===== src/asram_params.svh =====
// Purpose: timing constants and widths for the static memory host controller
// Assumes: 20 MHz system clock, fastest speed grade of the memory
// Notes: times are in picoseconds so fractional nanoseconds stay exact
`ifndef ASRAM_PARAMS_SVH
`define ASRAM_PARAMS_SVH

`define ASRAM_CLK_PERIOD_PS 50000
`define ASRAM_ADDR_W 15
`define ASRAM_DATA_W 8
// write cycle time, least
`define ASRAM_WRITE_CYCLE_PS 6000
// address valid to end of write, least
`define ASRAM_ADDR_TO_END_PS 6000
// select low to end of write, least
`define ASRAM_SELECT_TO_WRITE_END_PS 5000
// write low to output off, longest
`define ASRAM_WRITE_LOW_TO_OUTPUT_OFF_PS 3500
// write high to output on, least
`define ASRAM_WRITE_HIGH_TO_OUTPUT_ON_PS 3000
// output enable access, longest
`define ASRAM_OE_ACCESS_PS 4000
// select high to output off, longest
`define ASRAM_SELECT_OFF_PS 3000

// least times round up, at least one cycle
`define ASRAM_CYC_UP(t) ((((t) + `ASRAM_CLK_PERIOD_PS - 1) / `ASRAM_CLK_PERIOD_PS) < 1 ? 1 : \
  (((t) + `ASRAM_CLK_PERIOD_PS - 1) / `ASRAM_CLK_PERIOD_PS))
`define ASRAM_WRITE_CYCLES `ASRAM_CYC_UP(`ASRAM_WRITE_CYCLE_PS)
`define ASRAM_ADDR_END_CYCLES `ASRAM_CYC_UP(`ASRAM_ADDR_TO_END_PS)
`define ASRAM_SEL_END_CYCLES `ASRAM_CYC_UP(`ASRAM_SELECT_TO_WRITE_END_PS)
`define ASRAM_TURN_CYCLES `ASRAM_CYC_UP(`ASRAM_WRITE_LOW_TO_OUTPUT_OFF_PS)
`define ASRAM_READ_CYCLES `ASRAM_CYC_UP(`ASRAM_OE_ACCESS_PS)
`define ASRAM_RELEASE_CYCLES `ASRAM_CYC_UP(`ASRAM_SELECT_OFF_PS)

`endif


===== src/asram_pkg.sv =====
// Purpose: types shared by the static memory host controller
// Assumes: widths from asram_params.svh
// Notes: pin group travels as one packed struct
`include "asram_params.svh"
package asram_pkg;
  typedef logic [`ASRAM_ADDR_W-1:0] asram_addr_t;
  typedef logic [`ASRAM_DATA_W-1:0] asram_data_t;

  // pins driven toward the memory, strobes active low
  typedef struct packed {
    logic select_n;
    logic out_en_n;
    logic write_n;
    asram_addr_t word_addr_bus;
    asram_data_t data_out;
    logic data_oe;
  } asram_pins_t;

  typedef enum logic [2:0] {
    ST_IDLE = 3'b000,
    ST_WR_STROBE = 3'b001,
    ST_WR_END = 3'b010,
    ST_RD_WAIT = 3'b011,
    ST_RD_END = 3'b100
  } asram_state_t;
endpackage


===== src/asram_host.sv =====
// Purpose: host side controller driving an asynchronous 32K x 8 static memory
// Assumes: one clock, synchronous active high reset, inputs synchronous
// Notes: chip-select-controlled writes; one request at a time
`timescale 1ns/1ns
`include "asram_params.svh"
module asram_host (
  input wire logic i_clock,
  input wire logic i_rst,
  input wire logic i_clk_en,
  input wire logic i_req_valid,
  input wire logic i_req_write,
  input wire asram_pkg::asram_addr_t i_req_addr,
  input wire asram_pkg::asram_data_t i_req_wdata,
  output logic o_req_ready,
  output logic o_rsp_valid,
  output asram_pkg::asram_data_t o_rsp_rdata,
  output asram_pkg::asram_pins_t o_pins,
  input wire asram_pkg::asram_data_t i_data_io_bus
);
  import asram_pkg::*;

  localparam logic [3:0] WR_HOLD = 4'(`ASRAM_SEL_END_CYCLES);
  localparam logic [3:0] RD_HOLD = 4'(`ASRAM_READ_CYCLES);
  localparam logic [3:0] GAP_HOLD = 4'(`ASRAM_RELEASE_CYCLES);

  // --------------------------------------------------------------------
  // state and datapath registers
  // --------------------------------------------------------------------
  asram_state_t state_q, state_d;
  logic [3:0] cnt_q, cnt_d;
  asram_pins_t pins_q, pins_d;
  asram_data_t rdata_q, rdata_d;
  logic rsp_q, rsp_d;

  // decode of the controller position
  wire idle_w = (state_q == ST_IDLE);
  wire cnt_done_w = (cnt_q == 4'h0);
  wire take_w = idle_w && i_req_valid && cnt_done_w;

  assign o_req_ready = idle_w && cnt_done_w;
  assign o_rsp_valid = rsp_q;
  assign o_rsp_rdata = rdata_q;
  assign o_pins = pins_q;

  // next state: write enable falls before select and rises after it
  always_comb begin
    state_d = state_q;
    cnt_d = cnt_done_w ? 4'h0 : cnt_q - 4'h1;
    pins_d = pins_q;
    rdata_d = rdata_q;
    rsp_d = 1'b0;
    unique case (state_q)
      ST_IDLE: begin
        if (take_w) begin
          pins_d.word_addr_bus = i_req_addr;
          if (i_req_write) begin
            pins_d.write_n = 1'b0;
            pins_d.data_out = i_req_wdata;
            pins_d.data_oe = 1'b1;
            state_d = ST_WR_STROBE;
          end else begin
            pins_d.write_n = 1'b1;
            pins_d.select_n = 1'b0;
            pins_d.out_en_n = 1'b0;
            cnt_d = RD_HOLD;
            state_d = ST_RD_WAIT;
          end
        end
      end
      ST_WR_STROBE: begin
        pins_d.select_n = 1'b0;
        cnt_d = WR_HOLD;
        state_d = ST_WR_END;
      end
      ST_WR_END: begin
        if (cnt_done_w) begin
          pins_d.select_n = 1'b1;
          state_d = ST_RD_END;
        end
      end
      ST_RD_WAIT: begin
        if (cnt_done_w) begin
          rdata_d = i_data_io_bus;
          rsp_d = 1'b1;
          pins_d.select_n = 1'b1;
          pins_d.out_en_n = 1'b1;
          cnt_d = GAP_HOLD;
          state_d = ST_IDLE;
        end
      end
      ST_RD_END: begin
        pins_d.write_n = 1'b1;
        pins_d.data_oe = 1'b0;
        cnt_d = GAP_HOLD;
        state_d = ST_IDLE;
      end
      default: begin
        state_d = ST_IDLE;
      end
    endcase
  end

  // registers advance only with the clock enable
  always_ff @(posedge i_clock) begin
    if (i_rst) begin
      state_q <= ST_IDLE;
      cnt_q <= 4'h0;
      pins_q <= '{select_n: 1'b1, out_en_n: 1'b1, write_n: 1'b1,
                  word_addr_bus: '0, data_out: '0, data_oe: 1'b0};
      rdata_q <= '0;
      rsp_q <= 1'b0;
    end else if (i_clk_en) begin
      state_q <= state_d;
      cnt_q <= cnt_d;
      pins_q <= pins_d;
      rdata_q <= rdata_d;
      rsp_q <= rsp_d;
    end
  end
endmodule


===== config.mk =====
export PLATFORM = sky130hd
export DESIGN_NAME = asram_host
export DESIGN_NICKNAME = d
export VERILOG_FILES = /design/src/asram_pkg.sv /design/src/asram_host.sv
export VERILOG_INCLUDE_DIRS = /design/src /design/src/src
export SDC_FILE = /design/constraint.sdc
export NUM_CORES = 1
export LEC_CHECK = 0
export BUFFER_PORTS_ARGS = -buffer_cell sky130_fd_sc_hd__buf_2
export CAP_MARGIN = 10
export CELL_PAD_IN_SITES_DETAIL_PLACEMENT = 0
export CELL_PAD_IN_SITES_GLOBAL_PLACEMENT = 1
export CORE_UTILIZATION = 34
export DETAILED_ROUTE_END_ITERATION = 8
export PLACE_DENSITY = 0.8
export SYNTH_ARGS = -nofsm -noshare
export SYNTH_HDL_FRONTEND = slang
export SYNTH_SLANG_ARGS = --single-unit

===== constraint.sdc =====
create_clock -name i_clock -period 1.9 [get_ports i_clock]
set_input_delay 0.38 -clock i_clock [delete_from_list [all_inputs] [get_ports i_clock]]
set_output_delay 0.38 -clock i_clock [all_outputs]
set_load 0.005 [all_outputs]

==> impl_summary.md <==
Status
The run finished with clean final reports.

CTS
The clock network latency to the later pin of the worst-skew pair is 0.29 ns. TritonCTS built the clock tree. The cts-stage hold buffer count is 0.

For this design, the sink count on the clock tree is 43. The TritonCTS buffer count is 5. In this run the deepest clock path goes through 2 buffers. The H-tree was split into 2 levels. The clock transition at the register clock pins on the worst setup and hold paths after CTS is 0.08 ns.

The master cell of the clock root buffer is sky130_fd_sc_hd__clkbuf_8.

Die
The die area is 5500 um^2. The number of placement rows is 25. The floorplan step set the die width to 74.2 um. After floorplanning, the core was sized to cover 4880 um^2. The starting density of the core is 36.3%. The number of top-level design ports is 73. In this run the vertical extent of the chip is 74.2 um.

Timing
The number of slew-limit violations in the final report is 0. The number of failing hold endpoints at the final stage is 0. The peak clock frequency supported by timing is 570 MHz.

The worst path uses 92.4% of the clock period. The tightest slew margin relative to the limit is 70.7%. The clock arrives with 0.00661 ns of skew. Setup violations remaining at the end of the flow were counted as 0.

The accumulated negative setup slack is 0 ns. The transition at the pin with the smallest max-transition slack is 0.439 ns. The clock period could shrink to 1.76 ns.

Setup repair after global routing left no endpoint under its margin.

Job
Across the run, the number of max-cap violations was 0.

Place
The final HPWL from detailed placement is 2810 um. The count of port buffers added during placement is 72. The global placer's final weighted congestion is 0.778. Summing all placed instances gives a cell area of 2190 um^2.

Global routing
Global routing used 14.7% of the available tracks. The largest net degree at the start of global routing is 24. The first global-routing pass estimated 6110 um of wire. The number of antenna violations at the first check in global routing is 0.

The via count of the first global-routing pass is 1343. The residual overflow from global routing is 0.

Final layout
In the layout the commonest cells are 72 x sky130_fd_sc_hd__buf_2, 45 x sky130_fd_sc_hd__nand2_1, 43 x sky130_fd_sc_hd__dfxtp_1. The post-route cell area is 2300 um^2. Cells with a size suffix above 1 make up 32.3% of the layout.

The layout overhead on the synthesized area is 29.6%. The post-layout net count is 316. The most frequent standard cell in the layout excluding fill and tap cells is sky130_fd_sc_hd__buf_2. The number of antenna cells inserted is 0. The number of filler cells placed in the layout is 535.

Logic synthesis
The mean post-synth cell area is 8.52 um^2. After synthesis the cells add up to 1770 um^2. The number of different library cells used by synthesis comes to 39. Of the total synthesized cell area, the portion taken by AND, OR, NAND and NOR gates is 23.3%. After synthesis, flip-flops and latches occupy 48.6% of the total area. When the netlist entered floorplanning its net count stood at 246. The portion of synthesized area spent on multiplexers is 4.52%.

The complex-gate fraction of the synthesized area is 16.5%. The biggest area contributor in the post-synthesis netlist is sky130_fd_sc_hd__dfxtp_1. The number of register bits inferred by synthesis is 43. Summing the areas of all fa, ha and maj instances in the mapped netlist gives 1.41% of the synthesized area. The proportion of netlist area held by the largest area contributor is 48.6%. Summing the areas of all xor and xnor instances in the mapped netlist gives 0.494% of the synthesized area. The largest family of logic cells by synthesized area is simple AND/OR/NAND/NOR gates. During synthesis, Yosys emitted a total of 0 warnings. The post-synthesis cell count is 208.

After synthesis, the cell types taking the most area are sky130_fd_sc_hd__dfxtp_1 49%, sky130_fd_sc_hd__nand2_1 9.5%, sky130_fd_sc_hd__a21oi_1 8.5%.

Drt
Using the TritonRoute via totals, the vias-per-cell ratio works out to 4.66. The number of vias in the routed layout is 1612. In the final routed layout, each cell accounts on average for 11.6 um. The count of routing violations after the opening detailed-route iteration is 79.

In this run the remaining antenna-violating nets after routing total 0. The remaining design rule violation count is 0. The first TritonRoute pass finished after 4 iterations. The routed design has 4020 um of wire.

Worst setup path
STA classifies the critical path startpoint as a flip-flop. The maximum net fanout on the critical path is 4. The kind of end point of the critical path is an output pin.

The required time reported for the critical path endpoint is 1.52 ns. The critical setup path kind is flip-flop to output pin. STA puts the critical path data arrival time at 1.38 ns.

Worst hold path
The min-delay analysis places its worst path in the category input pin to flip-flop.

Power and ir drop
The worst-case IR drop observed on VDD is 463 uV. The total leakage power is 1.04 nW. The power density over the cells is 1230 nW/um^2.
through the flow:
step / utilization [%] / hold WS (ns) / instances / setup WS, ns / power [mW]
after floorplan: - / 0.453 / 208 / 0.351 / 1.89
after global placement: 44.9 / 0.438 / 337 / 0.271 / 2.20
after detailed placement: 44.9 / 0.444 / 337 / 0.195 / 2.21
after CTS: 46.9 / 0.303 / 346 / 0.0848 / 2.84
after global routing: 47.1 / 0.304 / 346 / 0.0618 / 3.03
final: 47.1 / 0.316 / 346 / 0.144 / 2.81
critical path, cell delays in order, from the launching register on:
cell and delay (ns):
sky130_fd_sc_hd__dfxtp_1 0.37, sky130_fd_sc_hd__inv_1 0.09, sky130_fd_sc_hd__ha_1 0.22, sky130_fd_sc_hd__nor3b_4 0.16, sky130_fd_sc_hd__and2_1 0.13, sky130_fd_sc_hd__buf_2 0.12
repair_timing:
action                                 in CTS  in global routing
buffers inserted                            1                  0
gates resized for setup                     1                  1
setup endpoints to repair                   1                  1
endpoints found under the hold margin       0                  0
power breakdown:
part	internal (mW)	switching (mW)
Clock	0.257	0.302
Sequential	1.06	0.150
Combinational	0.508	0.540
Total	1.82	0.992
cells by family after synthesis:
kind of cell,count (synthesis)
buf+inv,20
xor+xnor,1
simple gates,86
fa+ha+maj,2
compound gates,48
flops,43
mux,8
sequential cells by signal, indices dropped and copies added, names as in the netlist:
name	cells
o_pins	27
o_rsp_valid	1
cnt_q	4
state_q	3
o_rsp_rdata	8
per-layer routing:
metal  global-route usage (%)  vias up  part of all wire [%]
met4                     4.49        0                  0.57
met2                     22.7       39                    47
met3                     5.96        2                   4.0
met5                        0        -                     0
li1                         -      852                     -
met1                     18.7      719                    48
synth_stat cells (all sizes together):
cell and number:
a2111oi 1, a211o 1, a211oi 1, a21o 1, a21oi 30, a311oi 1, a31o 1, a41oi 1
and2 2, and3 1, and4bb 1, buf 7, clkbuf 8, dfxtp 43, ha 2, inv 5
mux2i 8, nand2 45, nand3 10, nand3b 2, nand4 1, nand4bb 1, nor2 13, nor2b 2
nor3 4, nor3b 1, nor4b 1, o2111ai 1, o211ai 2, o21a 1, o21ai 2, o2bb2ai 2
o31ai 2, o32ai 1, or2 1, or3 1, xnor2 1
worst paths after layout:
| path | startpoint | endpoint | slack (ns) | depth (start not counted) |
|---|---|---|---|---|
| worst max-delay path | cnt_q[0] | o_req_ready | 0.14 | 5 |
| worst min-delay path | i_req_addr[6] | o_pins[15] | 0.32 | 3 |
| worst max register to register | cnt_q[0] | cnt_q[1] | 0.18 | 6 |
| worst min register to register | o_pins[1] | o_pins[1] | 0.45 | 2 |
layout make-up:
| class | instances | area (um^2) | share of cell area, % |
|---|---|---|---|
| clock buffer | 6 | 72.6 | 3.16 |
| multi-input combinational | 145 | 830 | 36.1 |
| sequential | 43 | 861 | 37.5 |
| clock inverter | 2 | 12.5 | 0.545 |
| inverter | 5 | 18.8 | 0.817 |
| timing repair buffer | 78 | 418 | 18.2 |
| tap | 67 | 83.8 | 3.65 |
(Power assumes the default switching activity.)
